### src/hw/acs_pkg.sv
// Shared constants, codes and carrier types of the calibration sequencer
package acs_pkg;

   // ==========================================================================
   // Widths
   localparam int DATA_W = 24;
   localparam int COEF_W = DATA_W + 2;
   localparam int CNT_W  = 4;

   // ==========================================================================
   // Mode field codes
   localparam logic [2:0] MODE_NORMAL     = 3'h0;
   localparam logic [2:0] MODE_SELF       = 3'h1;
   localparam logic [2:0] MODE_SYS_ZERO   = 3'h2;
   localparam logic [2:0] MODE_SYS_FULL   = 3'h3;
   localparam logic [2:0] MODE_SYS_OFF    = 3'h4;
   localparam logic [2:0] MODE_BACKGROUND = 3'h5;
   localparam logic [2:0] MODE_RESET      = MODE_NORMAL;

   // ==========================================================================
   // Sequence lengths in output periods, and capture points
   localparam logic [CNT_W-1:0] SELF_ZERO_END   = 4'h3;
   localparam logic [CNT_W-1:0] SELF_FULL_END   = 4'h6;
   localparam logic [CNT_W-1:0] SELF_DONE       = 4'h9;
   localparam logic [CNT_W-1:0] SYS_CAPTURE_END = 4'h3;
   localparam logic [CNT_W-1:0] SYS_DONE        = 4'h4;
   localparam logic [CNT_W-1:0] BG_ZERO_END     = 4'h1;
   localparam logic [CNT_W-1:0] BG_FULL_END     = 4'h2;
   localparam logic [CNT_W-1:0] BG_DONE         = 4'h6;

   // ==========================================================================
   // Timing
   localparam int CLK_PERIOD_NS = 50;
   localparam int OUT_PERIOD_NS = 100000;
   localparam int OUT_PERIOD_CYC = (OUT_PERIOD_NS + CLK_PERIOD_NS - 1) / CLK_PERIOD_NS;

   // ==========================================================================
   // Span and full-scale point limits, percent of reference over gain
   localparam int SPAN_MIN_PCT = 80;
   localparam int SPAN_MAX_PCT = 210;
   localparam int FS_MAX_PCT   = 105;
   localparam int REF_CODE_DEF = 4194304;

   // ==========================================================================
   // Types
   typedef enum logic [1:0] {SRC_ANALOG, SRC_SHORTED, SRC_REFERENCE} acs_source_t;

   typedef enum logic [2:0] {CS_IDLE, CS_SELF, CS_SYS_ZERO, CS_SYS_FULL, CS_SYS_OFF, CS_BG} acs_state_t;

   typedef struct packed {
      logic wr;
      logic cal_mode_bit2;
      logic cal_mode_bit1;
      logic cal_mode_bit0;
   } acs_mode_cmd_t;

   typedef struct packed {
      logic signed [COEF_W-1:0] offset;
      logic signed [COEF_W-1:0] gain;
   } acs_coef_t;

endpackage : acs_pkg

### src/hw/acs_cal_seq.sv
// Calibration sequencer: mode decode, source selection, coefficient update, ready
`timescale 1ns/1ps
`default_nettype none

module acs_cal_seq #(
   parameter int OUT_PERIOD = acs_pkg::OUT_PERIOD_CYC,
   parameter int REF_CODE   = acs_pkg::REF_CODE_DEF
) (
   input  wire logic                              ref_clk_i,
   input  wire logic                              rst_n_i,
   input  wire acs_pkg::acs_mode_cmd_t            cmd_i,
   input  wire logic                              bipolar_i,
   input  wire logic signed [acs_pkg::DATA_W-1:0] conv_data_i,
   input  wire logic                              word_read_i,
   output var  acs_pkg::acs_source_t              source_sel_o,
   output var  logic                              filter_reset_o,
   output var  logic                              result_ready_n_o,
   output var  logic signed [acs_pkg::DATA_W-1:0] result_o,
   output var  logic                              result_valid_o,
   output var  acs_pkg::acs_coef_t                coef_o,
   output var  logic                              range_err_o,
   output var  logic                              cal_busy_o,
   output var  logic [2:0]                        cal_mode_o
);
   import acs_pkg::*;

   localparam logic signed [COEF_W-1:0] SPAN_MIN = COEF_W'(REF_CODE / 100 * SPAN_MIN_PCT);
   localparam logic signed [COEF_W-1:0] SPAN_MAX = COEF_W'(REF_CODE / 100 * SPAN_MAX_PCT);
   localparam logic signed [COEF_W-1:0] FS_MAX   = COEF_W'(REF_CODE / 100 * FS_MAX_PCT);

   // ==========================================================================
   // Range check shared by full-scale capture and offset-only steps
   function automatic logic range_ok(input logic signed [COEF_W-1:0] span,
                                     input logic signed [COEF_W-1:0] fs_point);
      range_ok = (span >= SPAN_MIN) && (span <= SPAN_MAX) && (fs_point <= FS_MAX);
   endfunction : range_ok

   // ==========================================================================
   // Command decode
   acs_state_t       state;
   acs_state_t       next_state;
   logic [CNT_W-1:0] period_cnt;
   logic [CNT_W-1:0] next_period_cnt;
   logic             two_step_done;
   logic             bg_first;
   logic             tick;

   wire [2:0] cmd_mode = {cmd_i.cal_mode_bit2, cmd_i.cal_mode_bit1, cmd_i.cal_mode_bit0};
   wire       cmd_cal  = (cmd_mode == MODE_SELF) || (cmd_mode == MODE_SYS_ZERO) ||
                         (cmd_mode == MODE_SYS_FULL) || (cmd_mode == MODE_SYS_OFF) ||
                         (cmd_mode == MODE_BACKGROUND);
   wire       cal_start = cmd_i.wr && cmd_cal;
   wire       cal_stop  = cmd_i.wr && !cmd_cal;

   acs_rate_div #(
      .PERIOD    (OUT_PERIOD)
   ) u_rate_div (
      .ref_clk_i (ref_clk_i),
      .rst_n_i   (rst_n_i),
      .restart_i (cal_start),
      .tick_o    (tick)
   );

   // ==========================================================================
   // Period events
   wire [CNT_W-1:0] ticked_cnt = period_cnt + 1'b1;
   wire is_self  = (state == CS_SELF);
   wire is_soff  = (state == CS_SYS_OFF);
   wire is_szero = (state == CS_SYS_ZERO);
   wire is_sfull = (state == CS_SYS_FULL);
   wire is_bg    = (state == CS_BG);
   wire live     = tick && !cmd_i.wr;

   wire zero_cap = live && (((is_self || is_soff) && ticked_cnt == SELF_ZERO_END) ||
                            (is_szero && ticked_cnt == SYS_CAPTURE_END) ||
                            (is_bg && ticked_cnt == BG_ZERO_END));
   wire full_cap = live && (((is_self || is_soff) && ticked_cnt == SELF_FULL_END) ||
                            (is_sfull && ticked_cnt == SYS_CAPTURE_END) ||
                            (is_bg && ticked_cnt == BG_FULL_END));
   wire step_done = live && (((is_self || is_soff) && ticked_cnt == SELF_DONE) ||
                             ((is_szero || is_sfull) && ticked_cnt == SYS_DONE));
   wire bg_frame  = live && is_bg && (ticked_cnt == BG_DONE);
   wire idle_word = live && (state == CS_IDLE);
   wire word_event = step_done || bg_frame || idle_word;
   wire sys_mode  = is_szero || is_sfull || is_soff;

   // ==========================================================================
   // Source selection
   acs_source_t next_source;
   always_comb begin
      next_source = SRC_ANALOG;
      if (is_self) begin
         if (period_cnt < SELF_ZERO_END) next_source = SRC_SHORTED;
         else if (period_cnt < SELF_FULL_END) next_source = SRC_REFERENCE;
      end else if (is_soff) begin
         if (period_cnt >= SELF_ZERO_END && period_cnt < SELF_FULL_END) next_source = SRC_REFERENCE;
      end else if (is_bg) begin
         if (period_cnt < BG_ZERO_END) next_source = SRC_SHORTED;
         else if (period_cnt < BG_FULL_END) next_source = SRC_REFERENCE;
      end
   end
   assign source_sel_o = next_source;

   // ==========================================================================
   // Coefficient arithmetic
   wire signed [COEF_W-1:0] conv_ext = COEF_W'(conv_data_i);
   wire signed [COEF_W-1:0] rise     = conv_ext - coef_o.offset;
   // Bipolar span is twice the midscale-to-positive-full-scale distance
   wire signed [COEF_W-1:0] new_span = bipolar_i ? COEF_W'(rise <<< 1) : rise;
   wire signed [COEF_W-1:0] reach    = bipolar_i ? (coef_o.gain >>> 1) : coef_o.gain;
   wire                     full_ok  = !sys_mode || range_ok(new_span, conv_ext);
   // An offset-only step after a full sequence must keep the full-scale point in range
   wire                     zero_ok  = !(is_szero && two_step_done) || range_ok(coef_o.gain, conv_ext + reach);
   wire signed [DATA_W-1:0] corrected = DATA_W'(rise);

   // ==========================================================================
   // Sequencer next state
   always_comb begin
      next_state      = state;
      next_period_cnt = period_cnt;
      if (cal_start) begin
         next_period_cnt = '0;
         case (cmd_mode)
            MODE_SELF:       next_state = CS_SELF;
            MODE_SYS_ZERO:   next_state = CS_SYS_ZERO;
            MODE_SYS_FULL:   next_state = CS_SYS_FULL;
            MODE_SYS_OFF:    next_state = CS_SYS_OFF;
            MODE_BACKGROUND: next_state = CS_BG;
            default:         next_state = CS_IDLE;
         endcase
      end else if (cal_stop) begin
         next_state      = CS_IDLE;
         next_period_cnt = '0;
      end else if (tick) begin
         case (state)
            CS_IDLE: next_period_cnt = '0;
            CS_BG:   next_period_cnt = bg_frame ? '0 : ticked_cnt;
            default: begin
               next_period_cnt = step_done ? '0 : ticked_cnt;
               if (step_done) next_state = CS_IDLE;
            end
         endcase
      end
   end

   always_ff @(posedge ref_clk_i) begin
      if (!rst_n_i) begin
         state      <= CS_IDLE;
         period_cnt <= '0;
         cal_mode_o <= MODE_RESET;
      end else begin
         state      <= next_state;
         period_cnt <= next_period_cnt;
         if (cmd_i.wr) cal_mode_o <= cmd_mode;
      end
   end

   // ==========================================================================
   // Coefficients and range flag
   always_ff @(posedge ref_clk_i) begin
      if (!rst_n_i) begin
         coef_o        <= '0;
         range_err_o   <= 1'b0;
         two_step_done <= 1'b0;
      end else begin
         if (zero_cap && zero_ok) coef_o.offset <= conv_ext;
         if (full_cap && full_ok) coef_o.gain <= new_span;
         // A failing capture wins over the clear of a new command
         if ((zero_cap && !zero_ok) || (full_cap && !full_ok)) range_err_o <= 1'b1;
         else if (cal_start) range_err_o <= 1'b0;
         if (full_cap && is_sfull && full_ok) two_step_done <= 1'b1;
         else if (cal_start && cmd_mode != MODE_SYS_ZERO && cmd_mode != MODE_SYS_FULL) two_step_done <= 1'b0;
      end
   end

   // ==========================================================================
   // Output word and ready
   always_ff @(posedge ref_clk_i) begin
      if (!rst_n_i) begin
         result_o         <= '0;
         result_valid_o   <= 1'b0;
         result_ready_n_o <= 1'b1;
         filter_reset_o   <= 1'b0;
         bg_first         <= 1'b0;
         cal_busy_o       <= 1'b0;
      end else begin
         filter_reset_o <= cal_start;
         cal_busy_o     <= (next_state != CS_IDLE) && (next_state != CS_BG);
         if (cal_start) begin
            result_ready_n_o <= 1'b1;
            result_valid_o   <= 1'b0;
            bg_first         <= (cmd_mode == MODE_BACKGROUND);
         end else if (word_event) begin
            result_o         <= corrected;
            result_valid_o   <= !(bg_frame && bg_first);
            result_ready_n_o <= 1'b0;
            if (bg_frame) bg_first <= 1'b0;
         end else if (word_read_i) begin
            result_ready_n_o <= 1'b1;
         end
      end
   end
endmodule : acs_cal_seq

`default_nettype wire

### src/hw/acs_rate_div.sv
// Output update rate divider, restartable by a filter reset
`timescale 1ns/1ps
`default_nettype none

module acs_rate_div #(
   parameter int PERIOD = acs_pkg::OUT_PERIOD_CYC
) (
   input  wire logic ref_clk_i,
   input  wire logic rst_n_i,
   input  wire logic restart_i,
   output var  logic tick_o
);
   import acs_pkg::*;

   localparam int CW = $clog2(PERIOD + 1);
   localparam logic [CW-1:0] LAST = CW'(PERIOD - 1);

   logic [CW-1:0] count;
   logic [CW-1:0] next_count;
   wire           at_last = (count == LAST);

   assign next_count = (restart_i || at_last) ? '0 : count + 1'b1;

   // ==========================================================================
   // Counter and registered tick
   always_ff @(posedge ref_clk_i) begin
      if (!rst_n_i) begin
         count  <= '0;
         tick_o <= 1'b0;
      end else begin
         count  <= next_count;
         tick_o <= at_last && !restart_i;
      end
   end

endmodule : acs_rate_div

`default_nettype wire
### config.mk
export PLATFORM = sky130hd
export DESIGN_NAME = acs_cal_seq
export DESIGN_NICKNAME = d
export VERILOG_FILES = /design/src/hw/acs_pkg.sv /design/src/hw/acs_cal_seq.sv /design/src/hw/acs_rate_div.sv
export SDC_FILE = /design/constraint.sdc
export NUM_CORES = 1
export LEC_CHECK = 0
export BUFFER_PORTS_ARGS = -buffer_cell sky130_fd_sc_hd__buf_2
export CORE_AREA = 2 2 124 150
export CTS_CLUSTER_SIZE = 16
export DETAILED_ROUTE_END_ITERATION = 10
export DIE_AREA = 0 0 126 152
export GPL_ROUTABILITY_DRIVEN = 0
export PLACE_DENSITY = 0.83
export SLEW_MARGIN = 20
export SYNTH_ARGS = -nofsm -noshare
export SYNTH_HDL_FRONTEND = slang
export SYNTH_SLANG_ARGS = --single-unit
### constraint.sdc
create_clock -name ref_clk_i -period 9 [get_ports ref_clk_i]
set_input_delay 0.9 -clock ref_clk_i [delete_from_list [all_inputs] [get_ports ref_clk_i]]
set_output_delay 0.9 -clock ref_clk_i [all_outputs]
set_load 0.05 [all_outputs]
# --- Yosys cells after proc, flatten, opt, wreduce, memory -nomap -nowiden ---
# Cells that the tools add are included.
word_totals:
  reg_bits: 103
  inputBits: 32
  output_inout_bits: 86
classes:
  addsub: 4
  order_cmp: 11
  eq_ne: 20
  n_mux: 28
  bitwise_logic: 2
  reduce_logical: 73
op_table:
  columns: ["cell", "n"]
  rows:
  - ["$ge 26x23->1 const B", 2]
  - ["$le 26x25->1 const B", 2]
  - ["$mux 25", 2]
  - ["$logic_and 1x1->1", 34]
  - ["$add 24x26->26", 1]
  - ["$le 26x24->1 const B", 1]
  - ["$sub 24x24->25", 1]
  - ["$le 24x24->1 const B", 1]
  - ["$logic_or 1x1->1", 18]
  - ["$mux 2", 8]
  - ["$mux 3", 5]
  - ["$pmux 3 s5", 1]
  - ["$eq 3x2->1 const B", 4]
  - ["$eq 3x3->1 const B", 4]
  - ["$add 11x1->11 const B", 1]
  - ["$eq 11x11->1 const B", 1]
  - ["$reduce_bool 2->1", 5]
  - ["$mux 1", 9]
  - ["$eq 4x2->1 const B", 2]
  - ["$eq 4x3->1 const B", 2]
  - ["$logic_not 1->1", 8]
  - ["$lt 4x2->1 const B", 2]
  - ["$mux 4", 2]
  - ["$pmux 4 s2", 1]
  - ["15 further kinds", 21]

# --- Depth between registers and ports, before layout ---
logic_depth:
  depth_word: 12
  mapped_depth: 22
  ltp_nobuf: 15

# --- By module ---
# A second synthesis with hierarchy kept.
hier_totals:
  cells_unflattened: 1172
  area_unflattened_um2: 8921.1
by_module_without_submodules:
  columns: ["module", "instances", "cells_per_inst", "area_each_um2", "seq_area_each_um2"]
  rows:
  - ["acs_cal_seq", 1, 1113, 8351.8, 1821.7]
  - ["acs_rate_div", 1, 59, 569.3, 240.2]

# --- Least setup slack after synthesis ---
# No wires, ideal clock.
synth_path:
  path_kind: "input to register"
  startpoint: "input port bipolar_i"
  endpoint: "register coef_o[30] (netlist bit)"
  t_arrival_ps: 6144
  slack_ps: 2784
  cell_stages: 21
  path_cell_list: "clkbuf_1 clkbuf_1 buf_2 buf_1 clkbuf_1 clkbuf_1 mux2_2 ha_1 clkbuf_1 and4_1 nand3_1 o211ai_1 a21oi_1 a211o_1 a2111oi_0 nand4_1 o22ai_1 a21oi_1 nor2_1 buf_2 mux2i_1"
synth_between:
  elab_chain_len: 6
synth_lines:
  columns: ["item", "line", "source"]
  rows:
  - ["start, declared", "acs_cal_seq.sv:12", "input wire logic bipolar_i,"]
  - ["$mux 25", "acs_cal_seq.sv:110", "wire signed [COEF_W-1:0] reach = bipolar_i ? (coef_o.gain >>> 1) : coef_o.gain;"]
  - ["$add 24x26->26", "acs_cal_seq.sv:113", "wire zero_ok = !(is_szero && two_step_done) || range_ok(coef_o.gain, conv_ext + reach);"]
  - ["$le 26x24->1", "acs_cal_seq.sv:35", "range_ok = (span >= SPAN_MIN) && (span <= SPAN_MAX) && (fs_point <= FS_MAX);"]
  - ["$logic_and 1x1->1", "acs_cal_seq.sv:35", null]
  - ["$logic_or 1x1->1", "acs_cal_seq.sv:113", null]
  - ["$logic_and 1x1->1", "acs_cal_seq.sv:166", "if (zero_cap && zero_ok) coef_o.offset <= conv_ext;"]
  - ["end, declared", "acs_cal_seq.sv:20", "output var acs_pkg::acs_coef_t coef_o,"]
# No other way between the ends.
# A chain may end at the register's enable or synchronous reset.

# --- Worst setup path after layout ---
layout_path:
  startpoint: "input port conv_data_i[3] (netlist bit)"
  endpoint: "register coef_o[9] (netlist bit)"
layout_between:
  elab_chain_len: 7
layout_lines:
  columns: ["item", "line", "source"]
  rows:
  - ["start, declared", "acs_cal_seq.sv:13", "input wire logic signed [acs_pkg::DATA_W-1:0] conv_data_i,"]
  - ["$sub 24x24->25", "acs_cal_seq.sv:107", "wire signed [COEF_W-1:0] rise = conv_ext - coef_o.offset;"]
  - ["$mux 25", "acs_cal_seq.sv:109", "wire signed [COEF_W-1:0] new_span = bipolar_i ? COEF_W'(rise <<< 1) : rise;"]
  - ["$ge 26x23->1 / $le 26x25->1 (equally long branches)", "acs_cal_seq.sv:35", null]
  - ["$logic_and 1x1->1 (2 in series)", "acs_cal_seq.sv:35", null]
  - ["$logic_or 1x1->1", "acs_cal_seq.sv:111", "wire full_ok = !sys_mode || range_ok(new_span, conv_ext);"]
  - ["$logic_and 1x1->1", "acs_cal_seq.sv:167", "if (full_cap && full_ok) coef_o.gain <= new_span;"]
# Parallel ways exist; a longest one is shown, timed or not.

==> metrics.md <==
| Metric | Value |
|---|---|
| Status | `finished, final reports clean` |
| Starting density of the core | `53.5%` |
| Post-CTS resize count | `0` |
| Warnings, synthesis | `0` |
| Worst-path clk slew | `0.08 ns` |
| Worst hold-check path type | `flip-flop to flip-flop` |
| Final setup violation count | `0` |
| Core area | `roughly 18000 um2` |
| Vias per cell | `roughly 6.5` |
| Clock Skew | `roughly 0.0094 ns` |
| # rows | `54` |
| Via Count | `roughly 10000` |
| Seq/Total Area, Yosys | `21.6%` |
| Overall routing resource usage | `between 30 and 40%` |
| CTS Sinks | `103` |
| Post-layout min period | `between 5 and 6 ns` |
| Critical path class | `primary input to flip-flop` |
| RSZ-0062 raised after global routing | `no` |
| Unique masters post-synth | `84` |
| Die area | `19200 um2` |
| DP Wirelength | `between 20000 and 25000 um` |
| Top_reg_cell synth | `dfxtp_1` |
| Slew at the pin with the worst max-slew slack | `between 1 and 1.5 ns` |
| Max-Cap Viols | `0` |
| Slew HR | `28.1%` |
| Die H | `152 um` |
| Final max-slew violation count | `0` |
| Initial antenna violation count | `0` |
| Critical path launch point type | `primary input` |
| DR pass1 iterations | `5` |
| Root Driver | `clkbuf_16` |
| DR DRC count | `0` |
| H-tree level count | `3` |
| Layout cell share with drive strength beyond 1 | `13.6%` |
| Register bit count reported by yosys | `103` |
| Ant. Diodes | `0` |
| Post-synthesis async set-or-reset flop share | `0%` |
| IO Port Bufs | `117` |
| Sequential Power Share | `between 40% and 50%` |
| Setup Fix Bufs, Post-CTS | `0` |
| TNS Setup | `0 ns` |
| Crit Path Max Fanout | `29` |
| Logic pwr share | `23.7%` |
| DRT iter0 DRCs | `between 900 and 1000` |
| Switching Share | `33.4%` |
| Syn Nets | `roughly 1400` |
| Number of global-route vias before repair | `9171` |
| First-pass GRT wire length | `47500 um` |
| WHS | `0.460 ns` |
| CTS buffer count | `9` |
| Die X | `126 um` |
| PD cells | `109 nW/um2` |
| Number of synthesized flops with an enable pin | `0` |
| CP endpoint kind | `flip-flop` |
| Drt wl/cell | `~19 um` |
| Skew-Pair Late Insertion Delay | `around 0.36 ns` |
| Synthesized area | `9540 um2` |
| Syn_area_per_cell | `7.29 um2` |
| Fmax | `190 MHz` |
| Int Pwr | `756 uW` |
| Switch Pwr | `379 uW` |
| Pleak | `4.34 nW` |
| Final Net Count | `around 1500` |
| CTS tree | `done` |
| CP Data Arrival Time | `5.53 ns` |
| Hold buffers post-CTS | `0` |
| Power share of the clock group | `35.7%` |
| ANT nets after route | `0` |
| Final Hold Violating Endpoints | `0` |
| Cells after Synth | `1309` |
| Pin count of the biggest net entering global routing | `96` |
| Boundary pin count | `118` |
| Worst endpoint required time | `9.27 ns` |
| VDD IR max | `0.0000962 V` |
| DRT Wirelength | `about 30000 um` |
| Area grow syn2layout | `9.57%` |
| FILL cells | `1669` |
| Final worst path period share | `about three fifths` |
| Clock Path Buffers | `2` |
| Grt total ovfl | `0` |
power by group through the flow:
stage,registers (mW),clock network (mW),logic (mW)
4_1_cts,0.461,0.411,0.259
6_report,0.461,0.405,0.269
5_1_grt,0.461,0.423,0.288
3_3_place_gp,0.472,0,0.253
2_1_floorplan,0.475,0,0.181
3_5_place_dp,0.472,0,0.258
metal layers:
| layer | share of wire, % | global-route usage [%] |
|---|---|---|
| met1 | 40 | 38.6 |
| met2 | 45 | 48.1 |
| met3 | 9.5 | 5.39 |
| met4 | 6.0 | 16.2 |
| met5 | 0 | 0 |
synth_stat cells, types with 24 or more instances:
master / count / share of area (%)
nand2_1: 194 / 7.6
nor2_1: 115 / 4.5
dfxtp_1: 103 / 22
a21oi_1: 80 / 4.2
o21ai_0: 75 / 3.9
nand3_1: 64 / 3.4
ha_1: 58 / 7.6
clkbuf_1: 53 / 2.1
inv_1: 53 / 2.1
nor3_1: 35 / 1.8
mux2i_1: 31 / 3.3
mux2_2: 30 / 3.5
o211ai_1: 28 / 2.2
xnor2_1: 24 / 2.2
state kept, by name, summed over array words and instances, names as in the netlist, 3 cells and up:
| name | flops |
|---|---|
| coef_o | 50 |
| result_o | 24 |
| u_rate_div.count | 11 |
| period_cnt | 4 |
| cal_mode_o | 3 |
| state | 3 |
metrics by stage:
stage	total power, mW	setup slack (ns)	util, %	cells	area [um2]
after floorplan	0.656	2.78	-	1309	9540
after global placement	0.725	3.62	57.0	1585	10200
after detailed placement	0.729	3.54	57.0	1585	10200
after CTS	1.13	3.89	58.6	1600	10500
after global routing	1.17	3.39	58.6	1600	10500
final	1.13	3.74	58.6	1600	10500
cell families (layout without fill, tap and decap cells):
family / count (synthesis) / in the layout / share of synthesized area [%]
muxes: 61 / 61 / 6.79
DFF: 103 / 103 / 21.6
xor gates and xnor gates: 46 / 46 / 4.22
AOI/OAI and AO/OA: 372 / 372 / 26.9
adders and majority gates: 61 / 61 / 8.13
buffers and inverters: 125 / 192 / 5.27
and+or+nand+nor: 541 / 541 / 27.1
cells in the final DEF, fill, tap and decap left out, drive strengths merged, types with 24 or more instances in the layout:
master,Yosys,final
dfxtp,103,103
nor3,35,35
mux2i,31,31
nor2,115,115
nand3,64,64
ha,58,58
inv,53,56
o211ai,29,29
o21ai,79,79
a21oi,81,81
buf,19,124
xnor2,24,24
nand2,195,195
mux2,30,30
area by class of cell:
| type | instances | area (um2) | area share, % |
|---|---|---|---|
| clock buffer | 9 | 225 | 2.15 |
| clock inverter | 6 | 68.8 | 0.658 |
| inverter | 53 | 199 | 1.90 |
| multi-input combinational | 1081 | 6980 | 66.8 |
| sequential | 103 | 2060 | 19.7 |
| tap | 224 | 280 | 2.68 |
| timing repair buffer | 124 | 641 | 6.13 |
path summary, 6_finish.rpt:
check,to,startpoint,depth (start not counted),slack [ns]
min,result_o[19],result_o[19],2,0.46
max,coef_o[9],conv_data_i[3],13,3.74
min reg2reg,result_o[19],result_o[19],2,0.46
max reg2reg,coef_o[9],coef_o[29],13,4.02
worst max-delay path, cell delays in order:
cell and delay (ns):
buf_2 0.12, ha_1 0.42, a21o_1 0.26, or3_4 0.36, o2111ai_1 0.39, nand4b_1 0.16, a21oi_1 0.27, xor2_1 0.32
nor2_1 0.16, a2111oi_2 0.65, o41a_1 0.99, nor2_1 0.18, o311ai_1 0.34
Power figures use the tool's default switching activity.
